===== src/rtl/mfd_pkg.sv =====
// package for the instruction field decoder: field positions, opcodes, codes
// assumes a single 100 MHz core clock and 16-bit instruction words
`default_nettype none
package mfd_pkg;
  localparam int WORD_W = 16;
  localparam int SO_OP_HI = 14;
  localparam int SO_OP_LO = 6;
  localparam int DO_OP_HI = 14;
  localparam int DO_OP_LO = 12;
  localparam int RD_OP_HI = 15;
  localparam int RD_OP_LO = 9;
  localparam int BR_OP_HI = 15;
  localparam int BR_OP_LO = 8;
  localparam int SPEC_W = 6;
  localparam int ADD_SUB_OPC = 6;
  localparam int CALL_OPC = 4;
  localparam int RET_OPC = 16;
  localparam logic [2:0] DO_COPY = 3'h1;
  localparam logic [2:0] DO_CMP = 3'h2;
  localparam logic [2:0] DO_BIT = 3'h3;
  localparam logic [2:0] DO_BIC = 3'h4;
  localparam logic [2:0] DO_BIS = 3'h5;
  localparam logic [2:0] DO_ADDSUB = 3'h6;
  localparam logic [2:0] DO_EXT = 3'h7;
  localparam logic [2:0] EXT_PRODUCT = 3'h0;
  localparam logic [2:0] EXT_DIV = 3'h1;
  localparam logic [2:0] EXT_SHA = 3'h2;
  localparam logic [2:0] EXT_SHC = 3'h3;
  localparam logic [2:0] EXT_XOR = 3'h4;
  localparam logic [2:0] EXT_DEC_LOOP = 3'h7;
  localparam logic [8:0] SO_BYTE_SWAP = 9'h003;
  localparam logic [8:0] SO_CLR = 9'h028;
  localparam logic [8:0] SO_COM = 9'h029;
  localparam logic [8:0] SO_INC = 9'h02A;
  localparam logic [8:0] SO_DEC = 9'h02B;
  localparam logic [8:0] SO_NEG = 9'h02C;
  localparam logic [8:0] SO_ADC = 9'h02D;
  localparam logic [8:0] SO_SBC = 9'h02E;
  localparam logic [8:0] SO_TST = 9'h02F;
  localparam logic [8:0] SO_ROR = 9'h030;
  localparam logic [8:0] SO_ROL = 9'h031;
  localparam logic [8:0] SO_ASR = 9'h032;
  localparam logic [8:0] SO_ASL = 9'h033;
  localparam logic [8:0] SO_SIGN_EXT = 9'h037;
  localparam logic [8:0] SO_MARK_LOW = 9'h03A;
  localparam logic [8:0] SO_LOCKUPD = 9'h03B;
  localparam logic [15:0] NOP_WORD = 16'h00A0;
  localparam logic [7:0] TRAP_EMU_HI = 8'h88;
  localparam logic [7:0] TRAP_SW_HI = 8'h89;

  typedef enum logic [7:0] {
    MODE_REG      = 8'h01, MODE_REG_DEF  = 8'h02, MODE_AINC = 8'h04, MODE_AINC_DEF = 8'h08,
    MODE_ADEC     = 8'h10, MODE_ADEC_DEF = 8'h20, MODE_IDX  = 8'h40, MODE_IDX_DEF  = 8'h80
  } mfd_mode_type;

  typedef enum logic [7:0] {
    CLS_NONE = 8'h01, CLS_SINGLE = 8'h02, CLS_DOUBLE = 8'h04, CLS_REGDST = 8'h08,
    CLS_BRANCH = 8'h10, CLS_CALL = 8'h20, CLS_RETURN = 8'h40, CLS_TRAP = 8'h80
  } mfd_class_type;

  typedef enum logic [4:0] {
    OP_NONE, OP_CLR, OP_COM, OP_INC, OP_DEC, OP_NEG, OP_TST, OP_ASR, OP_ASL, OP_ROR, OP_ROL,
    OP_BYTE_SWAP, OP_ADC, OP_SBC, OP_SIGN_EXT, OP_NOP, OP_MARK_LOW, OP_LOCKUPD, OP_COPY, OP_ADD, OP_SUB,
    OP_CMP, OP_BIT, OP_BIC, OP_BIS, OP_XOR, OP_SHIFT_ARITH, OP_SHIFT_ARITH_COMB, OP_PRODUCT, OP_DIV,
    OP_EMU_TRAP, OP_TRAP
  } mfd_op_type;

  typedef enum logic [4:0] {
    BR_NONE, BR_ALWAYS, BR_NE, BR_EQ, BR_GE, BR_LT, BR_GT, BR_LE, BR_PL, BR_MI,
    BR_HI, BR_LOS, BR_VC, BR_VS, BR_CC, BR_CS, BR_DEC_LOOP
  } mfd_branch_type;

  typedef struct packed {
    mfd_mode_type mode;
    logic [2:0]   reg_num;
  } mfd_spec_type;

  typedef struct packed {
    mfd_class_type  cls;
    mfd_op_type     op;
    mfd_branch_type br_cond;
    logic           byte_op;
    mfd_spec_type   src;
    mfd_spec_type   dst;
    logic           src_is_reg;
    logic [2:0]     link_reg;
    logic [15:0]    br_target;
    logic [7:0]     trap_code;
  } mfd_dec_type;
endpackage : mfd_pkg
`default_nettype wire


===== src/rtl/mfd_decoder.sv =====
// instruction field decoder: registers one decoded word per accepted fetch
// assumes fetch words and the updated pc come from logic on core_clk
`default_nettype none
module mfd_decoder
  import mfd_pkg::*;
#(
  parameter bit LOCKED_OPS = 1'b1
) (
  input  wire logic                 core_clk,
  input  wire logic                 rstn,
  input  wire logic                 fetch_valid,
  input  wire logic [WORD_W-1:0]    fetch_word,
  input  wire logic [WORD_W-1:0]    fetch_pc_next,
  output var  logic                 dec_valid,
  output var  logic                 dec_illegal,
  output var  mfd_dec_type          dec_out
);

  ////////////////////////////////////////////////////////////////////////
  // mode decode shared by both fields
  function automatic mfd_mode_type mode_of(input logic [2:0] m);
    mfd_mode_type r;
    r = MODE_REG;
    case (m)
      3'h0: r = MODE_REG;
      3'h1: r = MODE_REG_DEF;
      3'h2: r = MODE_AINC;
      3'h3: r = MODE_AINC_DEF;
      3'h4: r = MODE_ADEC;
      3'h5: r = MODE_ADEC_DEF;
      3'h6: r = MODE_IDX;
      default: r = MODE_IDX_DEF;
    endcase
    return r;
  endfunction : mode_of

  function automatic mfd_spec_type spec_of(input logic [SPEC_W-1:0] f);
    mfd_spec_type s;
    s.mode    = mode_of(f[5:3]);
    s.reg_num = f[2:0];
    return s;
  endfunction : spec_of

  ////////////////////////////////////////////////////////////////////////
  logic        valid_reg, valid_next;
  logic        ill_reg, ill_next;
  mfd_dec_type dec_reg, dec_next;

  logic [2:0]  do_opc;
  logic [6:0]  rd_opc;
  logic [8:0]  so_opc;
  logic [7:0]  br_opc;
  logic [15:0] br_disp;

  assign do_opc  = fetch_word[DO_OP_HI:DO_OP_LO];
  assign rd_opc  = fetch_word[RD_OP_HI:RD_OP_LO];
  assign so_opc  = fetch_word[SO_OP_HI:SO_OP_LO];
  assign br_opc  = fetch_word[BR_OP_HI:BR_OP_LO];
  // offset counts words, pc counts bytes; range stays -128..+127 words
  assign br_disp = {{7{fetch_word[7]}}, fetch_word[7:0], 1'b0};

  always_comb begin
    dec_next            = dec_reg;
    valid_next          = 1'b0;
    ill_next            = ill_reg;
    if (fetch_valid) begin
      valid_next          = 1'b1;
      ill_next            = 1'b0;
      dec_next            = '0;
      dec_next.cls        = CLS_NONE;
      dec_next.op         = OP_NONE;
      dec_next.br_cond    = BR_NONE;
      // fields decoded apart, whatever the other field holds
      dec_next.src        = spec_of(fetch_word[11:6]);
      dec_next.dst        = spec_of(fetch_word[5:0]);
      if (do_opc != 3'h0 && do_opc != DO_EXT) begin
        dec_next.cls      = CLS_DOUBLE;
        dec_next.byte_op  = (do_opc == DO_ADDSUB[2:0]) ? 1'b0 : fetch_word[15];
        case (do_opc)
          DO_COPY:   dec_next.op = OP_COPY;
          DO_CMP:    dec_next.op = OP_CMP;
          DO_BIT:    dec_next.op = OP_BIT;
          DO_BIC:    dec_next.op = OP_BIC;
          DO_BIS:    dec_next.op = OP_BIS;
          DO_ADDSUB: dec_next.op = fetch_word[15] ? OP_SUB : OP_ADD;
          default:   dec_next.op = OP_NONE;
        endcase
      end else if (do_opc == DO_EXT && !fetch_word[15]) begin
        // register forms: reg in 8-6 (the source for XOR, the loop counter for the loop branch), other operand in 5-0
        dec_next.link_reg   = 3'h0;
        dec_next.src        = spec_of(fetch_word[5:0]);
        dec_next.dst        = '{mode: MODE_REG, reg_num: fetch_word[8:6]};
        dec_next.cls        = CLS_REGDST;
        case (fetch_word[11:9])
          EXT_PRODUCT: dec_next.op = OP_PRODUCT;
          EXT_DIV: dec_next.op = OP_DIV;
          EXT_SHA: dec_next.op = OP_SHIFT_ARITH;
          EXT_SHC: dec_next.op = OP_SHIFT_ARITH_COMB;
          EXT_XOR: begin
            dec_next.op         = OP_XOR;
            dec_next.src        = '{mode: MODE_REG, reg_num: fetch_word[8:6]};
            dec_next.dst        = spec_of(fetch_word[5:0]);
          end
          EXT_DEC_LOOP: begin
            dec_next.cls        = CLS_BRANCH;
            dec_next.br_cond    = BR_DEC_LOOP;
            dec_next.link_reg   = fetch_word[8:6];
            // loop offset is six-bit, backward only
            dec_next.br_target  = fetch_pc_next - {9'h000, fetch_word[5:0], 1'b0};
          end
          default: begin
            dec_next.cls        = CLS_NONE;
            ill_next            = 1'b1;
          end
        endcase
      end else if (rd_opc == CALL_OPC[6:0]) begin
        dec_next.cls        = CLS_CALL;
        dec_next.link_reg   = fetch_word[8:6];
        // link of stack pointer, or link equal to a non-pc destination, is left to software
        dec_next.src        = '0;
        dec_next.src.mode   = MODE_REG;
      end else if (fetch_word[15:3] == RET_OPC[12:0]) begin
        dec_next.cls        = CLS_RETURN;
        dec_next.link_reg   = fetch_word[2:0];
      end else if (br_opc == TRAP_EMU_HI || br_opc == TRAP_SW_HI) begin
        dec_next.cls        = CLS_TRAP;
        dec_next.op         = br_opc[0] ? OP_TRAP : OP_EMU_TRAP;
        dec_next.trap_code  = fetch_word[7:0];
        dec_next.src        = '0;
        dec_next.src.mode   = MODE_REG;
        dec_next.dst        = '0;
        dec_next.dst.mode   = MODE_REG;
      end else if (fetch_word[14:11] == 4'h0 && (fetch_word[15] || fetch_word[10:8] != 3'h0)) begin
        dec_next.cls        = CLS_BRANCH;
        dec_next.br_target  = fetch_pc_next + br_disp;
        case ({fetch_word[15], fetch_word[10:8]})
          4'h1: dec_next.br_cond = BR_ALWAYS;
          4'h2: dec_next.br_cond = BR_NE;
          4'h3: dec_next.br_cond = BR_EQ;
          4'h4: dec_next.br_cond = BR_GE;
          4'h5: dec_next.br_cond = BR_LT;
          4'h6: dec_next.br_cond = BR_GT;
          4'h7: dec_next.br_cond = BR_LE;
          // whole high byte is the condition; bit 7 always stays with the offset
          4'h8: dec_next.br_cond = BR_PL;
          4'h9: dec_next.br_cond = BR_MI;
          4'hA: dec_next.br_cond = BR_HI;
          4'hB: dec_next.br_cond = BR_LOS;
          4'hC: dec_next.br_cond = BR_VC;
          4'hD: dec_next.br_cond = BR_VS;
          4'hE: dec_next.br_cond = BR_CC;
          4'hF: dec_next.br_cond = BR_CS;
          default: dec_next.br_cond = BR_NONE;
        endcase
      end else if (fetch_word == NOP_WORD) begin
        dec_next.cls        = CLS_SINGLE;
        dec_next.op         = OP_NOP;
      end else begin
        dec_next.cls        = CLS_SINGLE;
        dec_next.byte_op    = fetch_word[15];
        case ({1'b0, so_opc[7:0]} | {fetch_word[15] & so_opc[8], 8'h00})
          SO_BYTE_SWAP: dec_next.op = fetch_word[15] ? OP_NONE : OP_BYTE_SWAP;
          SO_CLR:  dec_next.op = OP_CLR;
          SO_COM:  dec_next.op = OP_COM;
          SO_INC:  dec_next.op = OP_INC;
          SO_DEC:  dec_next.op = OP_DEC;
          SO_NEG:  dec_next.op = OP_NEG;
          SO_ADC:  dec_next.op = OP_ADC;
          SO_SBC:  dec_next.op = OP_SBC;
          SO_TST:  dec_next.op = OP_TST;
          SO_ROR:  dec_next.op = OP_ROR;
          SO_ROL:  dec_next.op = OP_ROL;
          SO_ASR:  dec_next.op = OP_ASR;
          SO_ASL:  dec_next.op = OP_ASL;
          SO_SIGN_EXT: dec_next.op = fetch_word[15] ? OP_NONE : OP_SIGN_EXT;
          default: dec_next.op = OP_NONE;
        endcase
        if (LOCKED_OPS && so_opc == SO_MARK_LOW) begin
          dec_next.op       = OP_MARK_LOW;
          dec_next.byte_op  = 1'b0;
        end
        if (LOCKED_OPS && so_opc == SO_LOCKUPD) begin
          dec_next.op       = OP_LOCKUPD;
          dec_next.byte_op  = 1'b0;
          dec_next.src      = '{mode: MODE_REG, reg_num: 3'h0};
        end
        if (dec_next.op == OP_NONE) begin
          dec_next.cls      = CLS_NONE;
          ill_next          = 1'b1;
        end
      end
    end
  end

  always_ff @(posedge core_clk) begin
    if (!rstn) begin
      valid_reg <= 1'b0;
      ill_reg   <= 1'b0;
      dec_reg   <= '{cls: CLS_NONE, op: OP_NONE, br_cond: BR_NONE,
                     src: '{mode: MODE_REG, reg_num: 3'h0}, dst: '{mode: MODE_REG, reg_num: 3'h0},
                     default: '0};
    end else begin
      valid_reg <= valid_next;
      ill_reg   <= ill_next;
      dec_reg   <= dec_next;
    end
  end

  assign dec_valid   = valid_reg;
  assign dec_illegal = ill_reg;
  assign dec_out     = dec_reg;

endmodule : mfd_decoder
`default_nettype wire


===== config.mk =====
export PLATFORM = sky130hd
export DESIGN_NAME = mfd_decoder
export DESIGN_NICKNAME = d
export VERILOG_FILES = /design/src/rtl/mfd_pkg.sv /design/src/rtl/mfd_decoder.sv
export SDC_FILE = /design/constraint.sdc
export NUM_CORES = 1
export LEC_CHECK = 0
export ABC_AREA = 1
export BUFFER_PORTS_ARGS = -buffer_cell sky130_fd_sc_hd__buf_2
export CORE_ASPECT_RATIO = 1.25
export CORE_MARGIN = 10
export CORE_UTILIZATION = 35
export DETAILED_ROUTE_END_ITERATION = 10
export PLACE_DENSITY_LB_ADDON = 0.15
export SLEW_MARGIN = 20
export SYNTH_ARGS = -nofsm -noshare
export SYNTH_HDL_FRONTEND = slang
export SYNTH_SLANG_ARGS = --single-unit

===== constraint.sdc =====
create_clock -name core_clk -period 3.1 [get_ports core_clk]
set_input_delay 0.62 -clock core_clk [delete_from_list [all_inputs] [get_ports core_clk]]
set_output_delay 0.62 -clock core_clk [all_outputs]
set_load 0.02 [all_outputs]

* Yosys cells after proc, flatten, opt, wreduce, memory -nomap -nowiden
Memory sizes are Yosys's and may differ from the RTL's.
Cells that the tools add are included.
Widths: inputs -> output; s select.
** Storage, ports and cells
- Register bits :: 70
- Memory bits (read-only) :: 64
- Bits of input ports :: 35
- Output and inout port bits :: 71
- Word-level logic and storage cells :: 157
- Memories kept :: 1
** Cells by class
- Add/subtract/negate cells :: 2
- Equality and inequality tests :: 42
- Muxes and demuxes :: 83
- Bitwise gates (word level) :: 2
- Reductions and logical operators :: 14
** Memory list
- (no name shown) :: words 16, bits a word 4, rd ports 1, clocked after Yosys merged registers in 0, write ports 0, RTL line mfd_decoder.sv:136 : case ({fetch_word[15], fetch_word[10:8]})
** Operators by type and width (number)
- $eq 9x6->1 const B :: 15
- $pmux 8 s7 :: 2
- $mux 12 :: 9
- $mux 13 :: 8
- $mux 5 :: 14
- $mux 22 :: 3
- $mux 8 :: 7
- $pmux 4 s14 :: 1
- $mux 11 :: 5
- $mux 24 :: 2
- $mux 19 :: 2
- $eq 3x3->1 const B :: 11
- $mux 33 :: 1
- $mux 16 :: 2
- $pmux 5 s6 :: 1
- $mux 27 :: 1
- $pmux 5 s5 :: 1
- $eq 3x2->1 const B :: 6
- $mux 18 :: 1
- $add 16x16->16 :: 1
- $eq 16x8->1 const B :: 1
- $eq 8x8->1 const B :: 2
- $sub 16x7->16 :: 1
- $mux 1 :: 15
- other kinds (21) :: 31

* Longest topological paths before layout
Gate-level depths: netlist of run 1.
- Depth in word-level cells :: 28
- Depth in mapped cells :: 15
- Mapped depth without buffers :: 14

* Worst setup path before layout of run 1
No wires, ideal clock.
- Kind :: input -> register
- Start point :: input port fetch_word[3]
- End point :: register dec_reg, in the netlist dec_out[23]
- Data arrival time :: 2.006 ns
- Data required time :: 2.988 ns
- Path slack :: 0.982 ns
- Cell stages on the path :: 15
- Path buffers :: 1
- Path through :: inv_1 ha_1 buf_4 inv_1 a21oi_1 nand2_1 inv_1 o21ai_1 nand2_1 nand2_1 nand2_1 nand3_1 nand2_1 nand2_1 nand2_1
** Between the ends
- Longest elaborated chain between the ends :: 7
** Ends and longest elaborated chain
- start: declaration :: RTL line mfd_decoder.sv:12 : input wire logic [WORD_W-1:0] fetch_word,
- $add 16x16->16 :: RTL line mfd_decoder.sv:135 : dec_next.br_target = fetch_pc_next + br_disp;
- $mux 16 :: RTL line mfd_decoder.sv:133 : end else if (fetch_word[14:11] == 4'h0 && (fetch_word[15] || fetch_word[10:8] != 3'h0)) begin
- $mux 16 :: RTL line mfd_decoder.sv:125 : end else if (br_opc == TRAP_EMU_HI || br_opc == TRAP_SW_HI) begin
- $mux 24 :: RTL line mfd_decoder.sv:122 : end else if (fetch_word[15:3] == RET_OPC[12:0]) begin
- $mux 24 :: RTL line mfd_decoder.sv:116 : end else if (rd_opc == CALL_OPC[6:0]) begin
- $mux 19 * :: RTL line mfd_decoder.sv:88 : end else if (do_opc == DO_EXT && !fetch_word[15]) begin
- $mux 27 * :: RTL line mfd_decoder.sv:76 : if (do_opc != 3'h0 && do_opc != DO_EXT) begin
- end signal: assignment :: RTL line mfd_decoder.sv:199 : dec_reg <= '{cls: CLS_NONE, op: OP_NONE, br_cond: BR_NONE,
- end signal: assignment :: RTL line mfd_decoder.sv:205 : dec_reg <= dec_next;
- end: declaration :: RTL line mfd_decoder.sv:47 : mfd_dec_type dec_reg, dec_next;
Every way passes the cells marked *; elsewhere a longest branch is shown, timed or not.
A chain may end at the register's enable or synchronous reset.

* Worst setup path after layout of run 1
- Start point :: input port fetch_word[3]
- End point :: register dec_reg, in the netlist dec_out[19]
Same word-level chain as after synthesis.

==> results of run 1 <==
routing by layer:
layer | GRT usage [%] | vias up
met1 | 19.7 | 2486
met2 | 36.7 | 168
li1 | - | 2618
met3 | 3.43 | 45
met5 | 0 | -
met4 | 8.30 | 0
logic make-up (layout without fill, tap and decap cells):
kind of cell,count (synthesis),after routing,share of synthesized area [%]
AND/OR/NAND/NOR,390,390,36.8
AO/OA/AOI/OAI,143,143,17.8
buffers and inverters,97,199,8.77
flip-flops,70,70,29.6
adder cells (fa/ha/maj),22,22,6.13
XOR/XNOR,4,4,0.740
other,1,1,0.0792
sequential cells by signal (all words and copies together) (netlist names):
signal / cells
dec_out: 68
dec_valid: 1
dec_illegal: 1
cells in the final DEF, fill, tap and decap left out, drive strengths merged, types with 2 or more instances in the layout:
master  netlist  final
or2           2      2
o211ai        5      5
xnor2         2      2
inv          69     70
nor2         91     91
xor2          2      2
ha           20     20
buf          18    112
nand3        54     54
a32o          5      5
nor4          5      5
nand2       206    206
a22o          3      3
dfxtp        70     70
clkinv        2      5
nor3         18     18
clkbuf        8     10
a21oi        49     49
o21ai        57     57
o41ai         5      5
nand4        12     12
o32ai         2      2
a21boi        2      2
a31oi         2      2
a21o          3      3
o31ai         2      2
a32oi         3      3
o21a          2      2
fa            2      2
power breakdown:
part	switching, µW	internal, µW	total, µW
Sequential	11.0	922	933
Combinational	342	147	489
Clock	417	649	1070
stage by stage:
stage | util [%] | hold WS, ps | cell area, µm² | instances
after global routing | 43.0 | 459 | 5700 | 1000
after CTS | 43.0 | 450 | 5700 | 1000
after global placement | 40.7 | 433 | 5390 | 984
after detailed placement | 40.7 | 437 | 5390 | 984
final | 43.0 | 447 | 5700 | 1000
after floorplan | - | 531 | 4730 | 727
final timing paths:
path | startpoint | end | slack [ps] | cells past startpoint
worst min-delay path | dec_out[21] | dec_out[21] | 450 | 2
worst max register to register | dec_out[31] | dec_out[31] | 2400 | 2
worst min register to register | dec_out[21] | dec_out[21] | 450 | 2
worst max-delay path | fetch_word[3] | dec_out[19] | 730 | 12
critical path: cells and delay by family:
kind            cells  cell delay [ps]
fa+ha+maj           1              480
compound gates      3              650
simple gates        5              370
buf+inv             3              470
area by class of cell:
class / count / area [µm²]
well taps: 171 / 214
flip-flops and latches: 70 / 1400
repair buffers: 112 / 581
multi-input cells: 560 / 2920
clock buffers: 10 / 239
fillers: 1463 / 7540
clock inverters: 6 / 68.8
inverters: 71 / 269
==> results.sh, run 1 <==
export IMPL_worst_endpoint_required_ps=3330
export IMPL_synth_flop_cell="sky130_fd_sc_hd__dfxtp_1"
export IMPL_synth_async_sr_flop_share_pct=0
export IMPL_power_density_cell_area_nw_per_um2=437
export IMPL_grt_overflow=0
export IMPL_clk_latency_ps=330
export IMPL_crit_path_end_kind="flop"
export IMPL_cts_tree="built"
export IMPL_m1WireLength_mm=6.66
export IMPL_synthesis_instances=727
export IMPL_summed_instance_area_of_the_synthesized_netlist_um2=4730
export IMPL_ios=106
export IMPL_area_growth_pct=20.3
export IMPL_wire_length_per_cell_after_detailed_routing_um=18.1
export IMPL_worst_endpoint_arrival_ps=2600
export IMPL_avgViaCountPerCell=5.32
export IMPL_detailroute_wirelength_met2_mm=9.97
export IMPL_synth_common_cells="sky130_fd_sc_hd__nand2_1 (195), sky130_fd_sc_hd__nor2_1 (81), sky130_fd_sc_hd__dfxtp_1 (70)"
export IMPL_p_leak_uw=0.00283
export IMPL_io_buffer_count=104
export IMPL_synth_nets=784
export IMPL_path_max_fanout=10
export IMPL_cts_repair_resize_count=0
export IMPL_layout_nets=881
export IMPL_worst_ir_drop_vdd_mv=0.262
export IMPL_drt_initial_drc_count=353
export IMPL_highest_routed_layer="met4"
export IMPL_num_antenna_cells=0
export IMPL_clock_tree_buffer_depth=2
export IMPL_largest_net_degree_at_the_start_of_global_routing=47
export IMPL_die_y_um=150
export IMPL_path_common_cell="sky130_fd_sc_hd__nand2_1"
export IMPL_netlist_top_cell_by_area="sky130_fd_sc_hd__dfxtp_1"
export IMPL_netlist_area_leader_share_pct=29.6
export IMPL_synthesis_stage_register_bit_count=70
export IMPL_detailedPlace_worstSlack_ps=397
export IMPL_drive_above_1_share_pct=20.6
export IMPL_synth_yosys_warnings=0
export IMPL_max_cap_viol_count=0
export IMPL_wl_met3_um=902
export IMPL_numCtsBuffers=9
export IMPL_hold_viol=0
export IMPL_first_pass_iters=5
export IMPL_cts_hold_buf=0
export IMPL_outcome="finished, final reports clean"
export IMPL_report_final_setup_viol=0
export IMPL_route_vias_total=5317
export IMPL_synth_seq_area_share_pct=29.6
export IMPL_critical_path_class="input port to flop"
export IMPL_cpMaxStageDelayCell="sky130_fd_sc_hd__ha_1"
export IMPL_fin_worst_skew_ps=0
export IMPL_groute_usage_overall_pct=19.2
export IMPL_layout_min_cycle_time_ps=2370
export IMPL_grt_pass1_vias=5165
export IMPL_tightestPinTransition_ps=571
export IMPL_die_area_um2=18600
export IMPL_rsz0062_at_grt="false"
export IMPL_antenna_left=0
export IMPL_post_route_drc_count=0
export IMPL_min_period_over_period_pct=76.5
export IMPL_fp_row_count=47
export IMPL_timing_critical_path_from_type="input port"
export IMPL_post_cts_setup_buffer_count=0
export IMPL_synth_area_leaders="sky130_fd_sc_hd__dfxtp_1 (30%), sky130_fd_sc_hd__nand2_1 (15%), sky130_fd_sc_hd__nor2_1 (6.4%), sky130_fd_sc_hd__nand3_1 (5.4%), sky130_fd_sc_hd__ha_1 (5.3%)"
export IMPL_biggest_cell_delay_along_the_critical_path_ps=480
export IMPL_wire_length_of_the_first_global_routing_pass_mm=27.7
export IMPL_coreArea_um2=13200
export IMPL_initial_utilization_pct=35.8
export IMPL_antenna_found_initial=0
export IMPL_place_detailed_hpwl_mm=14.7
export IMPL_max_slew_margin_rel_pct=61.6
export IMPL_timing_setup_tns_ps=0
export IMPL_worst_setup_hold_path_clk_slew_ps=60
export IMPL_syn_mean_instance_area_um2=6.51
export IMPL_power_total_uw=2490
export IMPL_fmax_mhz=422
export IMPL_synth_most_common_cell="sky130_fd_sc_hd__nand2_1"
export IMPL_cp_cell_sequence="buf_2 -> inv_1 -> ha_1 -> inv_1 -> a21oi_1 -> o21ai_0 -> nand2_1 -> nand3_1 -> o21ai_0 -> nand2_1 -> nand2_1 -> nand2_1"
export IMPL_cts_root_buf="sky130_fd_sc_hd__clkbuf_16"
export IMPL_die_x_um=124
export IMPL_cts_htree_levels=3
export IMPL_hold_path_class="flop to flop"
export IMPL_final_max_slew_violation_count=0
export IMPL_clkSinkCount=70
export IMPL_netlist_cell_type_count=52
export IMPL_finalWirelength_mm=18.1
export IMPL_gp_congestion=0.950
export IMPL_worst_slack_ps=728
export IMPL_count_of_flip_flops_with_a_built_in_enable_after_synthesis=0
Power figures use the tool's default switching activity.
==> run 2, diff against run 1 <==
- ABC_AREA: 1 -> 0
- clock period: 3.1 -> 2.4 ns (I/O delays scaled with it)
==> run 2 against run 1 <==
  * First-iteration DRC count shrank 24%
  * Synthesized area shrank 10%
  * Utilization rose by 6.7 points
  * Sequential power is 30% higher
  * Critical path depth fell by 1
  * Non-clock buffer count rose by 76
  * Worst setup slack worse by 690 ps
  * Global-route usage down 1.2 points
  * Critical path type unchanged
  * Largest cell class unchanged
  * Highest routed layer unchanged
==> results.sh, run 2 <==
export IMPL_outcome="finished, final reports clean"
export IMPL_cts_root_buf="sky130_fd_sc_hd__clkbuf_16"
export IMPL_syn_mean_instance_area_um2=7.91
export IMPL_groute_usage_overall_pct=18.0
export IMPL_crit_path_end_kind="flop"
export IMPL_fmax_mhz=424
export IMPL_worst_endpoint_arrival_ps=2570
export IMPL_fp_row_count=44
export IMPL_cts_htree_levels=3
export IMPL_biggest_cell_delay_along_the_critical_path_ps=360
export IMPL_layout_min_cycle_time_ps=2360
export IMPL_route_vias_total=4751
export IMPL_drt_initial_drc_count=269
export IMPL_timing_critical_path_from_type="input port"
export IMPL_synth_flop_cell="sky130_fd_sc_hd__dfxtp_1"
export IMPL_dp_cells=855
export IMPL_num_antenna_cells=0
export IMPL_p_leak_uw=0.00266
export IMPL_synth_async_sr_flop_share_pct=0
export IMPL_synth_nets=593
export IMPL_synthesis_stage_register_bit_count=70
export IMPL_grt_overflow=0
export IMPL_io_buffer_count=104
export IMPL_cpMaxStageDelayCell="sky130_fd_sc_hd__o41ai_2"
export IMPL_worst_ir_drop_vdd_mv=0.337
export IMPL_critical_path_class="input port to flop"
export IMPL_drive_above_1_share_pct=31.4
export IMPL_min_period_over_period_pct=98.3
export IMPL_final_max_slew_violation_count=0
export IMPL_max_cap_viol_count=0
export IMPL_detailedPlace_worstSlack_ps=-342
export IMPL_die_y_um=143
export IMPL_gp_congestion=0.910
export IMPL_most_frequent_cells_in_the_layout="sky130_fd_sc_hd__buf_2 (104), sky130_fd_sc_hd__buf_4 (83), sky130_fd_sc_hd__dfxtp_1 (70), sky130_fd_sc_hd__nand2_1 (64), sky130_fd_sc_hd__o21ai_0 (56)"
export IMPL_hold_worst_slack_ps=363
export IMPL_cts_tree="built"
export IMPL_report_final_setup_viol=0
export IMPL_cp_top_family="compound AO/OA/AOI/OAI gates"
export IMPL_clock_tree_buffer_depth=2
export IMPL_timing_setup_tns_ps=0
export IMPL_initial_utilization_pct=36.1
export IMPL_hold_path_class="input port to flop"
export IMPL_worst_setup_hold_path_clk_slew_ps=60
export IMPL_numCtsBuffers=9
export IMPL_post_route_drc_count=0
export IMPL_wire_length_per_cell_after_detailed_routing_um=18.1
export IMPL_antenna_found_initial=0
export IMPL_area_growth_pct=37.6
export IMPL_worst_endpoint_required_ps=2610
export IMPL_worst_slack_ps=40.1
export IMPL_finish_cell_count_without_fillers=872
export IMPL_hold_viol=0
export IMPL_path_buf_inv=2
export IMPL_synth_yosys_warnings=0
export IMPL_largest_register_ff_count=68
export IMPL_first_pass_iters=5
export IMPL_clkSinkCount=70
export IMPL_antenna_left=0
export IMPL_die_area_um2=16900
export IMPL_path_max_fanout=3
export IMPL_place_detailed_hpwl_mm=12.4
export IMPL_largest_net_degree_at_the_start_of_global_routing=42
export IMPL_finalWirelength_mm=15.8
export IMPL_netlist_top_cell_by_area="sky130_fd_sc_hd__dfxtp_1"
export IMPL_clk_latency_ps=320
export IMPL_avgViaCountPerCell=5.45
export IMPL_grt_pass1_vias=4888
export IMPL_cp_cell_sequence="buf_2 -> ha_2 -> fa_2 -> nor2b_1 -> o211ai_1 -> a21oi_2 -> o41ai_2 -> buf_4 -> nor3_1 -> a31oi_1 -> o221ai_1"
export IMPL_layout_commonest_cell="sky130_fd_sc_hd__buf_2"
export IMPL_synthesis_instances=536
export IMPL_count_of_flip_flops_with_a_built_in_enable_after_synthesis=0
export IMPL_fin_worst_skew_ps=0
export IMPL_synth_seq_area_share_pct=33.1
export IMPL_coreArea_um2=11700
export IMPL_netlist_area_leader_share_pct=33.1
export IMPL_synth_common_cells="sky130_fd_sc_hd__dfxtp_1 (70), sky130_fd_sc_hd__nand2_1 (64), sky130_fd_sc_hd__o21ai_0 (56)"
export IMPL_ios=106
export IMPL_netlist_cell_type_count=68
export IMPL_wire_length_of_the_first_global_routing_pass_mm=25.1
export IMPL_summed_instance_area_of_the_synthesized_netlist_um2=4240
export IMPL_layout_nets=764
export IMPL_synth_area_leaders="sky130_fd_sc_hd__dfxtp_1 (33%), sky130_fd_sc_hd__o21ai_0 (6.6%), sky130_fd_sc_hd__ha_1 (5.9%), sky130_fd_sc_hd__nand2_1 (5.7%), sky130_fd_sc_hd__a21oi_1 (5.3%)"
export IMPL_power_density_cell_area_nw_per_um2=568
export IMPL_die_x_um=118
export IMPL_regToRegSetupSlack_ps=1500
export IMPL_synth_most_common_cell="sky130_fd_sc_hd__dfxtp_1"
[run 2: cell count changes in the layout (fill, tap and decap cells not counted), sizes merged, moves of 9 or more]
cell / change
nand2: -142
buf: +76
nor2: -53
inv: -49
nand3: -36
a22o: +11
or3: +11
xnor2: +10
a22oi: +9
nand2b: +9
[run 2: cell families (layout without fill, tap and decap cells)]
kind of cell / count (synthesis) / count (layout) / synth area share, %
simple gates: 189 / 189 / 22.5
mux: 3 / 3 / 0.709
buf+inv: 51 / 226 / 5.05
compound gates: 183 / 183 / 28.2
flops: 70 / 70 / 33.1
other cells: 1 / 1 / 0.0885
fa+ha+maj: 22 / 22 / 6.85
xor+xnor: 17 / 17 / 3.51
[run 2: repair_timing]
action,in CTS,in global routing
hold buffers,0,0
pin swaps,1,3
buffers inserted,0,2
setup endpoints to repair,2,4
gates resized for setup,0,7
[run 2: stage by stage]
step	cell area, µm²	util, %	power (µW)
after CTS	5790	49.4	3320
after global routing	5830	49.7	3440
after floorplan	4250	-	1630
after global placement	5480	46.7	1900
after detailed placement	5480	46.7	1910
final	5830	49.7	3310
[run 2: final cells by class]
cell class,instances,area [µm²]
sequential,70,1400
fill,1193,5900
clock inverter,5,85.1
clock buffer,10,229
timing repair buffer,188,1160
multi-input combinational,415,2660
inverter,23,86.3
tap,161,201
[run 2: final timing paths]
path	cells after the start	startpoint	endpoint
hold reg to reg	2	dec_out[55]	dec_out[55]
hold / removal	2	fetch_pc_next[0]	dec_out[8]
setup reg to reg	2	dec_out[22]	dec_out[22]
setup / recovery	11	fetch_word[0]	dec_out[23]
[run 2: routing by layer]
metal / vias up / GRT usage [%] / part of all wire (%)
met4: 0 / 5.60 / 1.6
li1: 2313 / - / -
met2: 168 / 32.8 / 51
met3: 23 / 4.34 / 6.6
met1: 2247 / 20.4 / 41
met5: - / 0 / 0
[run 2: where the power goes]
part           switching, µW  internal [µW]
registers               17.3           1200
clock network            501            907
logic                    406            282
total                    924           2390
